### config.mk
export PLATFORM = sky130hd
export DESIGN_NAME = csc_top
export DESIGN_NICKNAME = d
export VERILOG_FILES = /design/src/rtl/csc_pkg.sv /design/src/rtl/csc_top.sv /design/src/rtl/csc_sync.sv
export SDC_FILE = /design/constraint.sdc
export NUM_CORES = 1
export LEC_CHECK = 0
export ABC_AREA = 1
export BUFFER_PORTS_ARGS = -buffer_cell sky130_fd_sc_hd__clkbuf_2
export CORE_MARGIN = 2
export CORE_UTILIZATION = 41
export CTS_CLUSTER_DIAMETER = 30
export CTS_CLUSTER_SIZE = 12
export DETAILED_ROUTE_END_ITERATION = 10
export GPL_TIMING_DRIVEN = 0
export PLACE_DENSITY_LB_ADDON = 0.3
export RECOVER_POWER = 50
export SYNTH_ARGS = -nofsm -noshare
export SYNTH_HDL_FRONTEND = slang
export SYNTH_SLANG_ARGS = --single-unit
### constraint.sdc
create_clock -name aclk -period 5.8 [get_ports aclk]
set_input_delay 1.16 -clock aclk [delete_from_list [all_inputs] [get_ports aclk]]
set_output_delay 1.16 -clock aclk [all_outputs]
set_load 0.05 [all_outputs]
### src/rtl/csc_pkg.sv
// Overview of operation
// - start charge only inside cold-to-hot window
// - keep charging only inside cold-to-cutoff window
// - temperature suspend turns both power transistors off
// - high-voltage timer fault clears when battery drops
// - permit low or power-on reset clears fault
// - low-voltage timer fault applies removal probe current
// - probe off once battery rises above recharge
// - supply valid output follows supply state
// - charging needs permit high plus all conditions
// - permit falling edge resets timers and faults
// - floating permit input reads as low
// - first line on charging, second on complete
// - both status lines off in other states
// - detection starts with discharge sink after power-up
// - low voltage in discharge window starts probe charge
// - recharge crossing in probe window restarts detection
// - window expiry declares battery and starts charge
// - battery overvoltage pauses safety timer
// - undervoltage lockout disables circuits and gate drives
// - input overvoltage stops charge, selects battery supply
package csc_pkg;

   // clock and time base
   localparam int CLK_MHZ = 125;                   // aclk rate
   localparam int TICK_US = 1000;                  // detection time base
   localparam int TICK_CYCLES = TICK_US * CLK_MHZ; // aclk cycles per tick
   localparam int DISCH_WINDOW_MS = 1000;          // discharge window
   localparam int PROBE_WINDOW_MS = 500;           // probe-charge window
   localparam int DISCH_TICKS = DISCH_WINDOW_MS * 1000 / TICK_US;
   localparam int PROBE_TICKS = PROBE_WINDOW_MS * 1000 / TICK_US;
   localparam int SAFETY_TICKS_DEF = 32'h0112_A880; // safety timer, ticks

   // register byte offsets
   localparam logic [7:0] OFS_CTRL = 8'h00;   // control
   localparam logic [7:0] OFS_STATUS = 8'h04; // status, read only
   localparam logic [7:0] OFS_TIMER = 8'h08;  // safety timer count, read only
   localparam logic [7:0] OFS_LIMIT = 8'h0C;  // safety timer limit

   // field positions
   localparam int CTRL_PERMIT_BIT = 0;    // software charge permit
   localparam int STAT_STATE_LSB = 0;     // one-hot state, 9 bits
   localparam int STAT_FAULT_BIT = 9;     // timer fault latched
   localparam int STAT_SV_PIN_BIT = 10;   // supply-valid pin level
   localparam int STAT_S1_PIN_BIT = 11;   // first status pin level
   localparam int STAT_S2_PIN_BIT = 12;   // second status pin level
   localparam int STAT_PERMIT_BIT = 13;   // synchronised permit input

   // reset values
   localparam logic CTRL_PERMIT_RST = 1'b1;

   // bus responses
   localparam logic [1:0] RESP_OKAY = 2'h0;
   localparam logic [1:0] RESP_SLVERR = 2'h2;

   // register selector
   typedef enum logic [2:0] {
      RSEL_NONE = 3'h0,
      RSEL_CTRL = 3'h1,
      RSEL_STATUS = 3'h2,
      RSEL_TIMER = 3'h3,
      RSEL_LIMIT = 3'h4
   } csc_rsel_t;

   // controller states, one-hot
   typedef enum logic [8:0] {
      ST_OFF = 9'h001,    // supply not valid
      ST_HOLD = 9'h002,   // charge not permitted
      ST_DISCH = 9'h004,  // detection, discharge sink on
      ST_PROBE = 9'h008,  // detection, reduced probe charge
      ST_CHARGE = 9'h010, // normal charge
      ST_TSUSP = 9'h020,  // temperature suspend
      ST_DONE = 9'h040,   // charge complete
      ST_FLT_HI = 9'h080, // timer fault, battery above recharge
      ST_FLT_LO = 9'h100  // timer fault, removal probe on
   } csc_state_t;

   // analog comparator and condition inputs
   typedef struct packed {
      logic charge_permit;       // permit pin level
      logic ts_above_cold;       // thermistor warmer than cold limit
      logic ts_below_hot;        // thermistor cooler than hot limit
      logic ts_below_cutoff;     // thermistor cooler than cutoff
      logic bat_above_recharge;  // battery above recharge threshold
      logic bat_below_low_voltage_threshold;      // battery below low voltage threshold
      logic battery_overvoltage; // battery overvoltage
      logic thermal_shutdown;    // die too hot
      logic charge_term;         // charge current termination reached
      logic supply_undervoltage_lockout; // supply below lockout
      logic input_overvoltage;   // adapter above overvoltage threshold
      logic sleep_mode;          // adapter below battery
   } csc_sense_t;

   // power stage controls
   typedef struct packed {
      logic gate_drive_en;       // adapter and battery switch gate bias
      logic battery_supply_sel;  // system fed from battery
      logic pwm_fets_en;         // both switching transistors allowed
      logic probe_charge_en;     // reduced probe charge current
      logic discharge_sink_en;   // sink on battery-side sense terminal
      logic removal_probe_current_en; // removal probe current
   } csc_power_t;

endpackage

### src/rtl/csc_top.sv
// supervisory charge state controller with register access
module csc_top
   import csc_pkg::*;
#(
   parameter int TICK_CYC = TICK_CYCLES,     // aclk cycles per tick
   parameter int SAFETY_TICKS = SAFETY_TICKS_DEF // safety timer default
) (
   // clock and reset
   input wire logic aclk,
   input wire logic aresetn,
   // analog conditions
   input wire csc_sense_t sense,
   // power stage
   output csc_power_t power,
   // open-drain supply-valid line
   input wire logic supply_valid_out_i,
   output logic supply_valid_out_o,
   output logic supply_valid_out_oe,
   // open-drain first status line
   input wire logic status_line_first_i,
   output logic status_line_first_o,
   output logic status_line_first_oe,
   // open-drain second status line
   input wire logic status_line_second_i,
   output logic status_line_second_o,
   output logic status_line_second_oe,
   // axi4-lite write address
   input wire logic [7:0] s_axi_awaddr,
   input wire logic s_axi_awvalid,
   output logic s_axi_awready,
   // axi4-lite write data
   input wire logic [31:0] s_axi_wdata,
   input wire logic [3:0] s_axi_wstrb,
   input wire logic s_axi_wvalid,
   output logic s_axi_wready,
   // axi4-lite write response
   output logic [1:0] s_axi_bresp,
   output logic s_axi_bvalid,
   input wire logic s_axi_bready,
   // axi4-lite read address
   input wire logic [7:0] s_axi_araddr,
   input wire logic s_axi_arvalid,
   output logic s_axi_arready,
   // axi4-lite read data
   output logic [31:0] s_axi_rdata,
   output logic [1:0] s_axi_rresp,
   output logic s_axi_rvalid,
   input wire logic s_axi_rready
);

   // whole module state
   typedef struct packed {
      csc_state_t st;        // controller state
      logic [31:0] presc;    // aclk cycles within a tick
      logic tick;            // one-cycle tick strobe
      logic [15:0] win;      // detection window count, ticks
      logic [31:0] safety;   // safety timer count, ticks
      logic [31:0] limit;    // safety timer limit, ticks
      logic permit_d;        // previous effective permit
      logic soft_permit;     // software permit bit
      csc_power_t pwr;       // power stage outputs
      logic sv_oe;           // supply-valid transistor on
      logic s1_oe;           // first status transistor on
      logic s2_oe;           // second status transistor on
      logic aw_got;          // write address held
      logic w_got;           // write data held
      logic [7:0] awaddr;    // held write address
      logic [31:0] wdata;    // held write data
      logic [3:0] wstrb;     // held write strobes
      logic awready;         // write address ready
      logic wready;          // write data ready
      logic bvalid;          // write response valid
      logic [1:0] bresp;     // write response code
      logic arready;         // read address ready
      logic rvalid;          // read data valid
      logic [1:0] rresp;     // read response code
      logic [31:0] rdata;    // read data
   } csc_regs_t;

   csc_regs_t r_reg;  // registered state
   csc_regs_t r_next; // next state
   csc_sense_t s;     // synchronised conditions
   // address decode shared by read and write
   function automatic csc_rsel_t csc_decode(input logic [7:0] a);
      csc_rsel_t sel;
      sel = RSEL_NONE;
      if (a == OFS_CTRL) begin
         sel = RSEL_CTRL;
      end else if (a == OFS_STATUS) begin
         sel = RSEL_STATUS;
      end else if (a == OFS_TIMER) begin
         sel = RSEL_TIMER;
      end else if (a == OFS_LIMIT) begin
         sel = RSEL_LIMIT;
      end
      return sel;
   endfunction

   // byte-lane merge of write data into a register
   function automatic logic [31:0] csc_merge(input logic [31:0] old,
                                             input logic [31:0] wd,
                                             input logic [3:0] be);
      logic [31:0] res;
      res = old;
      for (int i = 0; i < 4; i++) begin
         if (be[i]) begin
            res[i*8 +: 8] = wd[i*8 +: 8];
         end
      end
      return res;
   endfunction

   // comparator results pass two flops before use
   csc_sync #(
      .WIDTH($bits(csc_sense_t))
   ) u_sync (
      .aclk(aclk),
      .aresetn(aresetn),
      .d(sense),
      .q(s)
   );
   // next-state logic for controller and bus slave
   always_comb begin
      logic permit;       // effective permit level
      logic permit_fall;  // permit falling edge
      logic supply_ok;    // supply valid
      logic temp_start;   // inside start window
      logic temp_run;     // inside running window
      logic start_chg;    // detection finished or battery fell after complete: start charge
      logic fault_hit;    // safety timer expired this cycle
      csc_rsel_t wsel;    // write target
      csc_rsel_t rsel;    // read target
      permit = 1'b0;
      permit_fall = 1'b0;
      supply_ok = 1'b0;
      temp_start = 1'b0;
      temp_run = 1'b0;
      start_chg = 1'b0;
      fault_hit = 1'b0;
      wsel = RSEL_NONE;
      rsel = RSEL_NONE;
      r_next = r_reg;
      // tick prescaler from the oscillator clock
      if (r_reg.presc == 32'(TICK_CYC - 1)) begin
         r_next.presc = '0;
         r_next.tick = 1'b1;
      end else begin
         r_next.presc = r_reg.presc + 32'h0000_0001;
         r_next.tick = 1'b0;
      end
      // permit: pin reads low when undriven, gated by software
      permit = s.charge_permit & r_reg.soft_permit;
      permit_fall = r_reg.permit_d & ~permit;
      r_next.permit_d = permit;
      // supply and temperature qualification
      supply_ok = ~s.supply_undervoltage_lockout & ~s.input_overvoltage
                  & ~s.sleep_mode;
      temp_start = s.ts_above_cold & s.ts_below_hot;
      temp_run = s.ts_above_cold & s.ts_below_cutoff;
      // controller state machine
      if (!supply_ok) begin
         // lockout, overvoltage or sleep: everything parked
         r_next.st = ST_OFF;
         r_next.win = '0;
         r_next.safety = '0;
      end else if (!permit || permit_fall) begin
         // permit low: timers and faults cleared
         r_next.st = ST_HOLD;
         r_next.win = '0;
         r_next.safety = '0;
      end else begin
         case (r_reg.st)
            // supply just became valid or permit returned
            ST_OFF, ST_HOLD: begin
               r_next.st = ST_DISCH;
            end
            // discharge phase of detection
            ST_DISCH: begin
               if (s.bat_below_low_voltage_threshold) begin
                  r_next.st = ST_PROBE;
                  r_next.win = '0;
               end else if (r_reg.tick) begin
                  if (r_reg.win == 16'(DISCH_TICKS - 1)) begin
                     start_chg = 1'b1;
                  end else begin
                     r_next.win = r_reg.win + 16'h0001;
                  end
               end
            end
            // probe-charge phase of detection
            ST_PROBE: begin
               if (s.bat_above_recharge) begin
                  r_next.st = ST_DISCH;
                  r_next.win = '0;
               end else if (r_reg.tick) begin
                  if (r_reg.win == 16'(PROBE_TICKS - 1)) begin
                     start_chg = 1'b1;
                  end else begin
                     r_next.win = r_reg.win + 16'h0001;
                  end
               end
            end
            // waiting for the start window, timer held
            ST_TSUSP: begin
               if (temp_start) begin
                  r_next.st = ST_CHARGE;
               end
            end
            // normal charge with safety timer running
            ST_CHARGE: begin
               if (!temp_run) begin
                  r_next.st = ST_TSUSP;
               end else if (s.charge_term) begin
                  r_next.st = ST_DONE;
               end else if (r_reg.tick && !s.battery_overvoltage
                            && !s.thermal_shutdown) begin
                  if (r_reg.safety >= r_reg.limit - 32'h0000_0001) begin
                     fault_hit = 1'b1;
                  end else begin
                     r_next.safety = r_reg.safety + 32'h0000_0001;
                  end
               end
            end
            // complete; a fallen battery restarts charge
            ST_DONE: begin
               if (!s.bat_above_recharge) begin
                  start_chg = 1'b1;
               end
            end
            // fault latched until battery falls below recharge
            ST_FLT_HI: begin
               if (!s.bat_above_recharge) begin
                  r_next.st = ST_DISCH;
                  r_next.win = '0;
                  r_next.safety = '0;
               end
            end
            // removal probe while battery stays low
            ST_FLT_LO: begin
               if (s.bat_above_recharge) begin
                  r_next.st = ST_FLT_HI;
               end
            end
            // unreachable codes recover to detection
            default: begin
               r_next.st = ST_DISCH;
               r_next.win = '0;
            end
         endcase
         // enter charge, or suspend if out of the start window
         if (start_chg) begin
            r_next.st = temp_start ? ST_CHARGE : ST_TSUSP;
            r_next.win = '0;
            r_next.safety = '0;
         end
         // timer expiry picks the recovery path by battery level
         if (fault_hit) begin
            r_next.st = s.bat_above_recharge ? ST_FLT_HI
                                             : ST_FLT_LO;
         end
      end
      // power stage and status lines follow the next state, except gate drive, supply select and supply valid, which follow the conditions
      r_next.pwr.gate_drive_en = ~s.supply_undervoltage_lockout;
      r_next.pwr.battery_supply_sel = s.input_overvoltage
                                      | s.supply_undervoltage_lockout;
      r_next.pwr.pwm_fets_en = (r_next.st == ST_CHARGE)
                               | (r_next.st == ST_PROBE);
      r_next.pwr.probe_charge_en = (r_next.st == ST_PROBE);
      r_next.pwr.discharge_sink_en = (r_next.st == ST_DISCH);
      r_next.pwr.removal_probe_current_en =
         (r_next.st == ST_FLT_LO);
      r_next.sv_oe = supply_ok;
      r_next.s1_oe = (r_next.st == ST_CHARGE);
      r_next.s2_oe = (r_next.st == ST_DONE);
      // write address and data captured in either order
      if (s_axi_awvalid && r_reg.awready) begin
         r_next.aw_got = 1'b1;
         r_next.awaddr = s_axi_awaddr;
      end
      if (s_axi_wvalid && r_reg.wready) begin
         r_next.w_got = 1'b1;
         r_next.wdata = s_axi_wdata;
         r_next.wstrb = s_axi_wstrb;
      end
      // both held: perform the write and answer
      if (r_reg.aw_got && r_reg.w_got) begin
         wsel = csc_decode(r_reg.awaddr);
         r_next.aw_got = 1'b0;
         r_next.w_got = 1'b0;
         r_next.bvalid = 1'b1;
         r_next.bresp = RESP_OKAY;
         if (wsel == RSEL_CTRL) begin
            if (r_reg.wstrb[0]) begin
               r_next.soft_permit = r_reg.wdata[CTRL_PERMIT_BIT];
            end
         end else if (wsel == RSEL_LIMIT) begin
            r_next.limit = csc_merge(r_reg.limit, r_reg.wdata, r_reg.wstrb);
         end else if (wsel == RSEL_NONE) begin
            r_next.bresp = RESP_SLVERR;
         end
      end
      // write response taken
      if (r_reg.bvalid && s_axi_bready) begin
         r_next.bvalid = 1'b0;
      end
      r_next.awready = ~r_next.aw_got & ~r_next.bvalid;
      r_next.wready = ~r_next.w_got & ~r_next.bvalid;
      // read address taken, data answered next edge
      if (s_axi_arvalid && r_reg.arready) begin
         rsel = csc_decode(s_axi_araddr);
         r_next.rvalid = 1'b1;
         r_next.rresp = RESP_OKAY;
         r_next.rdata = '0;
         if (rsel == RSEL_CTRL) begin
            r_next.rdata[CTRL_PERMIT_BIT] = r_reg.soft_permit;
         end else if (rsel == RSEL_STATUS) begin
            r_next.rdata[STAT_STATE_LSB +: 9] = r_reg.st;
            r_next.rdata[STAT_FAULT_BIT] = (r_reg.st == ST_FLT_HI)
                                           | (r_reg.st == ST_FLT_LO);
            r_next.rdata[STAT_SV_PIN_BIT] = supply_valid_out_i;
            r_next.rdata[STAT_S1_PIN_BIT] = status_line_first_i;
            r_next.rdata[STAT_S2_PIN_BIT] = status_line_second_i;
            r_next.rdata[STAT_PERMIT_BIT] = s.charge_permit;
         end else if (rsel == RSEL_TIMER) begin
            r_next.rdata = r_reg.safety;
         end else if (rsel == RSEL_LIMIT) begin
            r_next.rdata = r_reg.limit;
         end else begin
            r_next.rresp = RESP_SLVERR;
         end
      end
      // read data taken
      if (r_reg.rvalid && s_axi_rready) begin
         r_next.rvalid = 1'b0;
      end
      r_next.arready = ~r_next.rvalid;
   end

   // state register, synchronous reset
   always_ff @(posedge aclk) begin
      if (!aresetn) begin
         r_reg <= '0;
         r_reg.st <= ST_OFF;
         r_reg.limit <= 32'(SAFETY_TICKS);
         r_reg.soft_permit <= CTRL_PERMIT_RST;
      end else begin
         r_reg <= r_next;
      end
   end

   // outputs straight from the state register; open-drain levels tied low
   assign power = r_reg.pwr;
   assign supply_valid_out_o = 1'b0;
   assign supply_valid_out_oe = r_reg.sv_oe;
   assign status_line_first_o = 1'b0;
   assign status_line_first_oe = r_reg.s1_oe;
   assign status_line_second_o = 1'b0;
   assign status_line_second_oe = r_reg.s2_oe;
   assign s_axi_awready = r_reg.awready;
   assign s_axi_wready = r_reg.wready;
   assign s_axi_bresp = r_reg.bresp;
   assign s_axi_bvalid = r_reg.bvalid;
   assign s_axi_arready = r_reg.arready;
   assign s_axi_rdata = r_reg.rdata;
   assign s_axi_rresp = r_reg.rresp;
   assign s_axi_rvalid = r_reg.rvalid;

endmodule

### src/rtl/csc_sync.sv
// two-stage synchroniser for comparator levels
module csc_sync #(
   parameter int WIDTH = 1
) (
   // clock and reset
   input wire logic aclk,
   input wire logic aresetn,
   // levels
   input wire logic [WIDTH-1:0] d,
   output logic [WIDTH-1:0] q
);

   logic [WIDTH-1:0] meta_reg; // first stage, read only by second stage

   // both stages clear on reset; first stage feeds only the second
   always_ff @(posedge aclk) begin
      if (!aresetn) begin
         meta_reg <= '0;
         q <= '0;
      end else begin
         meta_reg <= d;
         q <= meta_reg;
      end
   end

endmodule

==> metrics.md, run 1 <==
| Metric | Value |
|---|---|
| Gate count of the mapped netlist | 1,782 |
| Number of antenna violations at the first check in global routing | 0 |
| Floorplan row count | 64 |
| Area of the multi-input gates | 6300 um^2 |
| Fraction of final layout cells with drive strength greater than 1 | 14.0% |
| Final antenna-violating net count | 0 |
| Setup slack of the most critical reg-to-reg path | 1.22 ns |
| Final net count | 2,068 |
| Pin count of the biggest net entering global routing | 14 |
| DR vias/cell | 5.01 |
| Wire length reported by the detailed router | 34,700 um |
| TritonCTS clock tree | done |
| Area of placed instances | 13,700 um^2 |
| H-tree levels | 2 |
| Internal Dissipation | 3.84 mW |
| Final std cell area, no fill | 15,400 um^2 |
| Destination of the worst hold path | u_sync.q[3] |
| Number of buffers added to fix hold violations after cts | 0 |
| Overall power after layout | 4.94 mW |
| Number of clock sinks | 241 |
| Cell with the most instances after synthesis | sky130_fd_sc_hd__nand2_1 |
| Category of the worst setup path launch point | register |
| Number of flip-flops in the largest register | 169 |
| Overall via count from detail_route | 11,991 |
| Path category of the worst min-delay check | register to register |
| Unrepaired setup endpoints after global routing | false |
| Main synth FF type | sky130_fd_sc_hd__dfxtp_1 |
| Reg2Reg Depth | 23 |
| Final global-route overflow total | 0 |
| Clk pin slew, worst setup/hold paths | 0.05 ns |
| Part of the power in combinational logic | 4.7% |
| Yosys warnings | 0 |
| Final Hold Vio Count | 0 |
| Worst Setup Path Type | register to register |
| Area added between synthesis and finish | 22.3% |
| Synthesized flop and latch total | 241 |
| Unique cell type count in the Yosys netlist | 55 |
| Pwr dens | 321 nW/um^2 |
| Ranking of synthesized cells by area | sky130_fd_sc_hd__dfxtp_1 38%, sky130_fd_sc_hd__nand2_1 10%, sky130_fd_sc_hd__nor2_1 7.9% |
| Sequential cell area in the final layout | 4820 um^2 |
| Area of the placeable core | 30,400 um^2 |
| CP arrival | 5.02 ns |
| Sequential share of power | 35.0% |
| Critical Path End Type | register |
| Net switching share of the total power | 22.2% |
| Global-route total usage across every layer | 21.6% |
| DRC Markers | 0 |
| HPWL after detailed placement | 26,900 um |
| Worst slew margin relative to its limit | 22.7% |
| Largest voltage drop on the vdd net | 361 uV |
| Root Buffer Master | sky130_fd_sc_hd__clkbuf_16 |
| Share of the synthesized area in the top cell type | 38.4% |
| Die Outline Area | 32,100 um^2 |
| Crit Reg-Reg Endpoint | r_reg[158] |
| First drt pass iteration count | 5 |
| Clock latency on the worst-skew pair | 0.54 ns |
| Tightest Pin Transition | 1.15 ns |
| Routability cong. | 0.931 |
| Number of setup buffers added after CTS | 0 |
| Worst clock skew on the final layout | 0.0308 ns |
| Vias in the first global route | 11,236 |
| Avg Synthesized Cell Area | 7.06 um^2 |
| Launch instance of the worst register-to-register path | r_reg[98] |
| Clock buffer count from CTS | 50 |
| Clock Tree Buf Depth | 3 |
| Result of the run | complete, no violations |
| Hold path cells | 2 |
| Share of total power in the clock network | 60.4% |
| Sequential-to-total area share from yosys stat | 38.4% |
| Final critical delay including setup and external delays | 4.58 ns |
| Number of max-cap violations | 0 |
| Area of the mapped netlist | 12,600 um^2 |
| Top cells by count, synth | 340 x sky130_fd_sc_hd__nand2_1, 263 x sky130_fd_sc_hd__nor2_1, 241 x sky130_fd_sc_hd__dfxtp_1 |
| Switching power | 1.09 mW |
| Final setup violation count | 0 |
| Min-Delay Startpoint | u_sync.meta_reg[3] |
| Port bufs | 120 |
| Cell taking the most area after synthesis | sky130_fd_sc_hd__dfxtp_1 |
| Wire length per cell after detailed routing | 14.5 um |
| Floorplan die width | 179 um |
| Global-route wire length before repair | 55,600 um |
| Fmax achieved | 219 MHz |
| Detailed router's first-iteration violation count | 687 |
| Final Max Tran Viols | 0 |
| Critical Path RT | 6.25 ns |
| Top-Level Pins | 127 |
| Number of filler cells placed in the layout | 3,082 |
| Leak pwr | 6.43 nW |
| Period utilisation layout | 78.9% |
| Number of enable-type register cells in the synthesized netlist | 0 |
| Initial core utilization | 41.3% |
| Async S/R FF share, synth | 0% |
| Maximum fanout along the worst path | 10 |
| Height of the die | 179 um |
| Post-cts repair resize count | 0 |
| Setup Total Neg Slack | 0 ns |
| Number of antenna repair diodes | 0 |
-- cell type report --
class | instances | share of cell area (%)
inverter | 226 | 5.53
timing repair buffer | 120 | 3.64
clock buffer | 68 | 9.30
multi-input combinational | 1221 | 41.0
clock inverter | 23 | 2.36
tap | 396 | 3.22
sequential | 241 | 31.4
buffer | 98 | 3.61
-- cell usage in the layout (no fill, tap or decap), types with 44 or more instances in the layout --
cell type | Yosys | layout
sky130_fd_sc_hd__clkbuf_1 | 43 | 87
sky130_fd_sc_hd__a21oi_1 | 108 | 108
sky130_fd_sc_hd__xor2_1 | 44 | 44
sky130_fd_sc_hd__buf_4 | 48 | 47
sky130_fd_sc_hd__clkbuf_2 | 0 | 87
sky130_fd_sc_hd__clkbuf_16 | 0 | 51
sky130_fd_sc_hd__nand3_1 | 57 | 58
sky130_fd_sc_hd__o21ai_0 | 104 | 104
sky130_fd_sc_hd__nor2_1 | 263 | 269
sky130_fd_sc_hd__nand4_1 | 57 | 57
sky130_fd_sc_hd__nand2_1 | 340 | 341
sky130_fd_sc_hd__dfxtp_1 | 241 | 241
sky130_fd_sc_hd__nor3_1 | 44 | 45
sky130_fd_sc_hd__inv_1 | 212 | 212
-- kinds of logic (layout without fill, tap and decap cells) --
family / Yosys count / after routing / share of synthesized area [%]
adders and majority gates: 36 / 36 / 3.58
AOI/OAI and AO/OA: 286 / 286 / 13.1
DFF: 241 / 241 / 38.4
buffers and inverters: 324 / 535 / 11.2
xor gates and xnor gates: 53 / 53 / 3.69
other: 1 / 5 / 0.0298
and+or+nand+nor: 841 / 841 / 30.0
-- worst max-delay path, cell delays in order, from the launching register on --
cell                       delay (ns)
sky130_fd_sc_hd__dfxtp_1         0.31
sky130_fd_sc_hd__inv_1           0.15
sky130_fd_sc_hd__ha_1            0.21
sky130_fd_sc_hd__nand2_1         0.07
sky130_fd_sc_hd__nor2_2          0.21
sky130_fd_sc_hd__inv_1           0.08
sky130_fd_sc_hd__nor2_2          0.17
sky130_fd_sc_hd__nand2_1         0.12
sky130_fd_sc_hd__nor3_2          0.21
sky130_fd_sc_hd__nand3_1         0.19
sky130_fd_sc_hd__nor3_2          0.24
sky130_fd_sc_hd__nand3_1         0.12
sky130_fd_sc_hd__xor2_1          0.23
sky130_fd_sc_hd__ha_1            0.28
sky130_fd_sc_hd__nand2_1         0.08
sky130_fd_sc_hd__nor2_1          0.05
sky130_fd_sc_hd__nor2_1          0.09
sky130_fd_sc_hd__nand3_1         0.09
sky130_fd_sc_hd__nor2_1          0.26
sky130_fd_sc_hd__nand2_1         0.14
sky130_fd_sc_hd__o21ai_2         0.44
sky130_fd_sc_hd__clkbuf_1        0.39
sky130_fd_sc_hd__nand4_1         0.18
sky130_fd_sc_hd__a21oi_1         0.18
-- worst max path at each step --
stage	to	depth (start not counted)	slack (ns)	startpoint
floorplan	r_reg[152]	24	2.32	r_reg[98]
global placement	r_reg[156]	24	1.34	r_reg[98]
detailed placement	r_reg[158]	23	1.23	r_reg[98]
CTS	r_reg[158]	23	1.15	r_reg[98]
global route	r_reg[158]	23	0.75	r_reg[98]
finish	r_reg[158]	23	1.22	r_reg[98]
-- stage by stage --
stage	util [%]	cells	hold WS (ns)	setup WS (ns)
after floorplan	-	1786	0.390	2.32
after global placement	45.0	2302	0.394	1.34
after detailed placement	45.0	2302	0.397	1.23
after CTS	50.9	2393	0.409	1.15
after global routing	50.6	2393	0.435	0.746
final	50.6	2393	0.408	1.22
-- metal layers --
metal	vias to the layer above	routed length, um	track usage (%)
met5	-	0	0
met4	0	952	7.43
met3	67	2040	3.84
met2	356	15800	35.4
met1	5422	15900	28.5
li1	6146	-	-
-- power groups by stage --
stage | Sequential [mW] | Combinational (mW) | Clock, mW
floorplan | 1.76 | 0.144 | 0
global placement | 1.76 | 0.231 | 0
detailed placement | 1.76 | 0.234 | 0
CTS | 1.73 | 0.235 | 3.02
global route | 1.73 | 0.259 | 3.10
finish | 1.73 | 0.230 | 2.98
Power figures use the tool's default switching activity.
==> inputs of run 2 (changes only) <==
==> constraint.sdc (replaced) <==
create_clock -name aclk -period 4.1 [get_ports aclk]
set_input_delay 0.82 -clock aclk [delete_from_list [all_inputs] [get_ports aclk]]
set_output_delay 0.82 -clock aclk [all_outputs]
set_load 0.05 [all_outputs]
==> run 2 against run 1 <==
Compared with the run above: clock-buffer cell count did not move; sequential power rose by 41%; final cell count rose by 0.46%; die area did not move; utilization rose by 0.66 points; via count rose by 0.34%; combinational power rose by 42%; power rose by 41%; sequential share of layout area fell by 0.41 points; sequential cell count did not move; register-to-register slack got worse by 0.97 ns; critical path type unchanged.
==> metrics.md, run 2 (synthesis results as in run 1) <==
| Metric | Value |
|---|---|
| Result of the run | complete, no violations |
| Largest voltage drop on the vdd net | 511 uV |
| Worst slew margin relative to its limit | 49.5% |
| Global-route total usage across every layer | 21.6% |
| Reg2Reg Depth | 24 |
| Initial core utilization | 41.3% |
| Number of placed instances with taps included | 2,302 |
| Critical Path End Type | register |
| Critical Path RT | 4.54 ns |
| Number of antenna repair diodes | 0 |
| Area added between synthesis and finish | 23.9% |
| Number of antenna violations at the first check in global routing | 0 |
| Wire length reported by the detailed router | 35,000 um |
| Detailed router's first-iteration violation count | 721 |
| Setup slack of the most critical reg-to-reg path | 0.25 ns |
| Number of clock sinks | 241 |
| Die Outline Area | 32,100 um^2 |
| CP arrival | 4.29 ns |
| Floorplan row count | 64 |
| Fraction of final layout cells with drive strength greater than 1 | 14.9% |
| Clock latency on the worst-skew pair | 0.55 ns |
| Period utilisation layout | 93.9% |
| Crit path to | r_reg[136] |
| Final critical delay including setup and external delays | 3.85 ns |
| Clk pin slew, worst setup/hold paths | 0.05 ns |
| Tightest Pin Transition | 0.757 ns |
| Number of flip-flops in the largest register | 169 |
| Vias in the first global route | 11,248 |
| Port bufs | 120 |
| Commonest non-fill, non-tap cells in the layout | 338 x sky130_fd_sc_hd__nand2_1, 263 x sky130_fd_sc_hd__nor2_1, 241 x sky130_fd_sc_hd__dfxtp_1 |
| Final Util | 51.2% |
| Final Max Tran Viols | 0 |
| Crit Reg-Reg Endpoint | r_reg[136] |
| Worst clock skew on the final layout | 0.0322 ns |
| Area of placed instances | 13,700 um^2 |
| First drt pass iteration count | 7 |
| Number of buffers added to fix hold violations after cts | 0 |
| Wire length per cell after detailed routing | 14.6 um |
| Number of max-cap violations | 0 |
| Root Buffer Master | sky130_fd_sc_hd__clkbuf_16 |
| Clock buffer count from CTS | 50 |
| DR vias/cell | 5.00 |
| Unrepaired setup endpoints after global routing | false |
| Leak pwr | 6.47 nW |
| DRC Markers | 0 |
| Final net count | 2,079 |
| Overall via count from detail_route | 12,032 |
| Final std cell area, no fill | 15,600 um^2 |
| Pwr dens | 448 nW/um^2 |
| Final Hold Vio Count | 0 |
| H-tree levels | 2 |
| Area of the placeable core | 30,400 um^2 |
| Worst Setup Path Type | register to register |
| Pin count of the biggest net entering global routing | 14 |
| Path category of the worst min-delay check | register to register |
| Clock Tree Buf Depth | 3 |
| Height of the die | 179 um |
| Setup crit start | r_reg[98] |
| Smallest hold slack | 0.407 ns |
| Final instance count without filler cells | 2,404 |
| Final global-route overflow total | 0 |
| Launch instance of the worst register-to-register path | r_reg[98] |
| Final antenna-violating net count | 0 |
| Most frequent standard cell in the layout excluding fill and tap cells | sky130_fd_sc_hd__nand2_1 |
| Final setup violation count | 0 |
| Floorplan die width | 179 um |
| Setup Total Neg Slack | 0 ns |
| Maximum fanout along the worst path | 7 |
| Fmax achieved | 260 MHz |
| Global-route wire length before repair | 55,700 um |
| TritonCTS clock tree | done |
| Top-Level Pins | 127 |
| Routability cong. | 0.931 |
| HPWL after detailed placement | 26,900 um |
| Category of the worst setup path launch point | register |
-- run 2: changes by cell type in the layout (fill, tap and decap cells not counted), sizes merged --
cell and change:
buf +14, clkbuf -3
-- run 2: layer usage --
metal,vias up,GRT usage (%),wire length (um),part of all wire (%)
li1,6172,-,-,-
met1,5438,28.6,16100,46
met2,353,35.5,16000,46
met3,69,3.84,2010,5.7
met4,0,7.43,939,2.7
met5,-,0,0,0
-- run 2: layout make-up --
type | instances | area [um^2]
clock buffers | 68 | 1430
multi-input cells | 1221 | 6430
clock inverters | 23 | 363
flip-flops and latches | 241 | 4820
repair buffers | 131 | 622
well taps | 396 | 495
inverters | 226 | 851
plain buffers | 98 | 573
fillers | 3053 | 14800
-- run 2: where the power goes --
| group | switching (mW) | total (mW) | internal, mW |
|---|---|---|---|
| Combinational | 0.228 | 0.326 | 0.0978 |
| Sequential | 0.0336 | 2.44 | 2.41 |
| Clock | 1.29 | 4.22 | 2.93 |
| Total | 1.55 | 6.99 | 5.44 |
-- run 2: timing repair --
item,4_1_cts,5_1_grt
hold endpoints to repair,0,0
endpoints found under the setup margin,29,45
setup buffers,2,9
pin swaps,2,10
gates resized for setup,11,17
-- run 2: critical path, cell delays in order, from the launching register on --
cell	delay [ns]
sky130_fd_sc_hd__dfxtp_1	0.32
sky130_fd_sc_hd__inv_2	0.10
sky130_fd_sc_hd__ha_2	0.20
sky130_fd_sc_hd__nand2_1	0.09
sky130_fd_sc_hd__nor2_4	0.16
sky130_fd_sc_hd__inv_1	0.08
sky130_fd_sc_hd__nor2_4	0.12
sky130_fd_sc_hd__nand2_1	0.12
sky130_fd_sc_hd__nor3_4	0.25
sky130_fd_sc_hd__nand3_2	0.15
sky130_fd_sc_hd__nor3_4	0.18
sky130_fd_sc_hd__nand3_2	0.11
sky130_fd_sc_hd__xor2_2	0.17
sky130_fd_sc_hd__ha_1	0.28
sky130_fd_sc_hd__nand2_1	0.08
sky130_fd_sc_hd__nor2_1	0.06
sky130_fd_sc_hd__nand4_1	0.16
sky130_fd_sc_hd__a21oi_2	0.07
sky130_fd_sc_hd__nor2_4	0.17
sky130_fd_sc_hd__nand3_2	0.14
sky130_fd_sc_hd__a21oi_4	0.30
sky130_fd_sc_hd__buf_4	0.18
sky130_fd_sc_hd__nand3_1	0.08
sky130_fd_sc_hd__nor2_1	0.11
sky130_fd_sc_hd__nor2_1	0.06
-- run 2: worst min path at each step --
stage,startpoint,cells after the start,endpoint,slack (ns)
after floorplan,u_sync.meta_reg[0],2,u_sync.q[0],0.39
after global placement,u_sync.meta_reg[2],2,u_sync.q[2],0.39
after detailed placement,u_sync.meta_reg[2],2,u_sync.q[2],0.40
after CTS,u_sync.meta_reg[3],2,u_sync.q[3],0.41
after global routing,u_sync.meta_reg[0],2,u_sync.q[0],0.44
final,u_sync.meta_reg[3],2,u_sync.q[3],0.41
-- run 2: stage by stage --
| stage | power, mW | worst slack, ns |
|---|---|---|
| after floorplan | 2.70 | 0.621 |
| after global placement | 2.81 | -0.358 |
| after detailed placement | 2.82 | -0.467 |
| after CTS | 7.05 | 0.00829 |
| after global routing | 7.20 | 0.0201 |
| final | 6.99 | 0.251 |
==> inputs of run 3 (changes only) <==
--- a/config.mk
+++ b/config.mk
@@ -5,7 +5,6 @@
 export SDC_FILE = /design/constraint.sdc
 export NUM_CORES = 1
 export LEC_CHECK = 0
-export ABC_AREA = 1
 export BUFFER_PORTS_ARGS = -buffer_cell sky130_fd_sc_hd__clkbuf_2
 export CORE_MARGIN = 2
 export CORE_UTILIZATION = 41
==> run 3 against run 2 <==
Compared with the run above: the run now ends with negative setup slack left; synthesized cell count fell by 20%; die area fell by 7.3%; synthesized area fell by 7.5%; utilization increased by 2.8 points; sequential cell count did not move; sequential power barely moved; power decreased by 2.2%; via count fell by 11%; sequential share of layout area grew 1.2 points; setup slack worse by 0.86 ns; final cell count is 15% lower; maximum frequency is 18% lower; largest power group unchanged.
==> metrics.md, run 3 <==
| Metric | Value |
|---|---|
| Clock buffer count from CTS | 49 |
| Gate count of the mapped netlist | 1,430 |
| Clk pin slew, worst setup/hold paths | 0.05 ns |
| Critical Path RT | 4.55 ns |
| Clock latency on the worst-skew pair | 0.53 ns |
| Detailed router's first-iteration violation count | 818 |
| Final global-route overflow total | 0 |
| Area of the mapped netlist | 11,600 um^2 |
| Final net count | 1,736 |
| Main synth FF type | sky130_fd_sc_hd__dfxtp_1 |
| Synthesized flop and latch total | 241 |
| Yosys warnings | 0 |
| Setup slack of the most critical reg-to-reg path | -0.61 ns |
| Final critical delay including setup and external delays | 4.71 ns |
| Crit Reg-Reg Endpoint | r_reg[144] |
| DR vias/cell | 5.26 |
| Unique cell type count in the Yosys netlist | 64 |
| Number of antenna repair diodes | 0 |
| Vias in the first global route | 10,151 |
| Launch instance of the worst register-to-register path | r_reg[110] |
| Final critical-path setup slack | -0.606 ns |
| Port bufs | 120 |
| Number of clock sinks | 241 |
| Global-route wire length before repair | 50,700 um |
| Tightest Pin Transition | 1.11 ns |
| Top-Level Pins | 127 |
| Final setup violation count | 45 |
| Fraction of met1 tracks used by global routing | 29.8% |
| Worst slew margin relative to its limit | 25.3% |
| Wire length per cell after detailed routing | 15.5 um |
| Worst-case setup slack after placement | -1.03 ns |
| Area added between synthesis and finish | 29.4% |
| Commonest non-fill, non-tap cells in the layout | 237 x sky130_fd_sc_hd__dfxtp_1, 188 x sky130_fd_sc_hd__nand2_1, 153 x sky130_fd_sc_hd__a21oi_1 |
| Sequential-to-total area share from yosys stat | 41.5% |
| TritonCTS clock tree | done |
| Unrepaired setup endpoints after global routing | true |
| Final Hold Vio Count | 0 |
| Number of enable-type register cells in the synthesized netlist | 0 |
| CP arrival | 5.16 ns |
| Final antenna-violating net count | 0 |
| Number of filler cells placed in the layout | 2,593 |
| Fraction of final layout cells with drive strength greater than 1 | 18.0% |
| Global Route met2 Usage | 32.5% |
| Wire length reported by the detailed router | 31,700 um |
| Initial core utilization | 41.8% |
| Result of the run | complete, but fails checks |
| Root Buffer Master | sky130_fd_sc_hd__clkbuf_16 |
| Floorplan row count | 61 |
| Maximum fanout along the worst path | 6 |
| Leak pwr | 5.54 nW |
| Min-Delay Startpoint | u_sync.meta_reg[8] |
| Category of the worst setup path launch point | register |
| Final instance count without filler cells | 2,044 |
| Async S/R FF share, synth | 0% |
| Most frequent standard cell in the layout excluding fill and tap cells | sky130_fd_sc_hd__dfxtp_1 |
| Hold path cells | 1 |
| H-tree levels | 2 |
| Top cells by count, synth | 241 x sky130_fd_sc_hd__dfxtp_1, 189 x sky130_fd_sc_hd__nand2_1, 164 x sky130_fd_sc_hd__a21oi_1 |
| Height of the die | 172 um |
| Die Outline Area | 29,700 um^2 |
| Cell with the most instances after synthesis | sky130_fd_sc_hd__dfxtp_1 |
| Final Max Tran Viols | 0 |
| Reg2Reg Depth | 16 |
| Overall via count from detail_route | 10,755 |
| Met3 GRT Util | 4.07% |
| Fmax achieved | 213 MHz |
| HPWL after detailed placement | 22,700 um |
| Pwr dens | 454 nW/um^2 |
| Cell taking the most area after synthesis | sky130_fd_sc_hd__dfxtp_1 |
| Worst Setup Path Type | register to register |
| Clock Tree Buf Depth | 3 |
| Number of placed instances with taps included | 1,932 |
| Routability cong. | 0.900 |
| Grt peak-use layer | met2 |
| Area of the placeable core | 27,900 um^2 |
| Avg Synthesized Cell Area | 8.14 um^2 |
| Pin count of the biggest net entering global routing | 13 |
| Critical Path End Type | register |
| Final std cell area, no fill | 15,100 um^2 |
| Number of max-cap violations | 0 |
| Area of placed instances | 12,800 um^2 |
| Destination of the worst hold path | u_sync.q[8] |
| Largest voltage drop on the vdd net | 264 uV |
| Global-route total usage across every layer | 21.2% |
| Ranking of synthesized cells by area | sky130_fd_sc_hd__dfxtp_1 41%, sky130_fd_sc_hd__a21oi_1 7.1%, sky130_fd_sc_hd__nand2_1 6.1% |
| Path category of the worst min-delay check | register to register |
| First drt pass iteration count | 5 |
| Overall power after layout | 6.83 mW |
| Period utilisation layout | 115% |
| Floorplan die width | 172 um |
| Number of antenna violations at the first check in global routing | 0 |
| Number of flip-flops in the largest register | 169 |
| Share of the synthesized area in the top cell type | 41.5% |
| Violations in the final reports | negative setup slack |
| Worst clock skew on the final layout | 0.0108 ns |
| DRC Markers | 0 |
[run 3: cell types whose count changed in the layout (fill, tap and decap cells not counted), sizes merged, moves of 20 or more]
| cell | change |
|---|---|
| inv | -203 |
| nand2 | -160 |
| nor2 | -145 |
| o21ai | -74 |
| a21oi | +50 |
| and2 | +36 |
| or3 | +32 |
| xnor2 | +32 |
| nand4 | -27 |
| mux2i | +26 |
| nor3 | -23 |
| nand3 | +22 |
| clkbuf | +20 |
[run 3: area by class of cell]
cell class	instances	area [um^2]	area share (%)
well taps	378	473	3.14
inverters	16	60.1	0.399
repair buffers	143	754	5.01
clock inverters	28	389	2.58
clock buffers	63	1360	9.03
multi-input cells	1057	6510	43.2
flip-flops and latches	241	4830	32.1
plain buffers	118	674	4.48
[run 3: worst max path at each step]
stage	startpoint	depth (start not counted)	end	slack (ns)
6_report	r_reg[110]	16	r_reg[144]	-0.61
2_1_floorplan	r_reg[112]	17	r_reg[160]	-0.49
5_1_grt	r_reg[110]	17	r_reg[160]	-0.78
3_3_place_gp	r_reg[110]	17	r_reg[158]	-0.96
3_5_place_dp	r_reg[110]	17	r_reg[150]	-1.03
4_1_cts	r_reg[110]	16	r_reg[137]	-0.66
[run 3: layer usage]
layer | routed length (um) | part of all wire, %
met1 | 14700 | 46
met3 | 2440 | 7.7
met4 | 835 | 2.6
met2 | 13700 | 43
met5 | 0 | 0
[run 3: kinds of logic (layout without fill, tap and decap cells)]
group / after synthesis / in the layout / synth area share (%)
AO/OA/AOI/OAI: 256 / 256 / 12.4
XOR/XNOR: 74 / 74 / 5.57
adder cells (fa/ha/maj): 36 / 36 / 3.87
buffers and inverters: 136 / 368 / 5.87
flip-flops: 241 / 241 / 41.5
multiplexers: 29 / 29 / 2.53
other: 1 / 5 / 0.0322
AND/OR/NAND/NOR: 657 / 657 / 28.3
[run 3: through the flow]
stage	TNS, ns	hold slack [ns]	utilization [%]
6_report	-19.27	0.428	54.0
5_1_grt	-27.37	0.447	54.0
4_1_cts	-23.58	0.430	53.3
3_5_place_dp	-36.97	0.421	45.9
3_3_place_gp	-34.57	0.418	45.9
2_1_floorplan	-11.99	0.404	-
[run 3: report_power, final]
group | switching (mW) | leakage, nW | internal, mW | total, mW
Clock | 1.29 | 0.841 | 2.85 | 4.14
Combinational | 0.183 | 2.74 | 0.0909 | 0.274
Sequential | 0.0247 | 1.95 | 2.39 | 2.42
Total | 1.50 | 5.54 | 5.33 | 6.83
[run 3: worst max-delay path, stage by stage (launching register included)]
cell                       delay, ns
sky130_fd_sc_hd__dfxtp_4        0.34
sky130_fd_sc_hd__or4_4          0.53
sky130_fd_sc_hd__or3_4          0.34
sky130_fd_sc_hd__or4_4          0.42
sky130_fd_sc_hd__or4_4          0.49
sky130_fd_sc_hd__buf_6          0.16
sky130_fd_sc_hd__nor3_4         0.11
sky130_fd_sc_hd__xnor2_1        0.09
sky130_fd_sc_hd__ha_1           0.29
sky130_fd_sc_hd__nand4_1        0.12
sky130_fd_sc_hd__nor3_2         0.08
sky130_fd_sc_hd__a221oi_2       0.24
sky130_fd_sc_hd__o211ai_1       0.21
sky130_fd_sc_hd__o31a_1         0.37
sky130_fd_sc_hd__buf_6          0.18
sky130_fd_sc_hd__or4_1          0.51
sky130_fd_sc_hd__a21oi_1        0.13
[run 3: what timing repair did]
action | in CTS | in global routing
hold buffers | 0 | 0
cloned | 3 | 0
resized for setup | 45 | 42
pin swaps | 44 | 35
setup endpoints to repair | 45 | 45
buffers inserted | 14 | 7
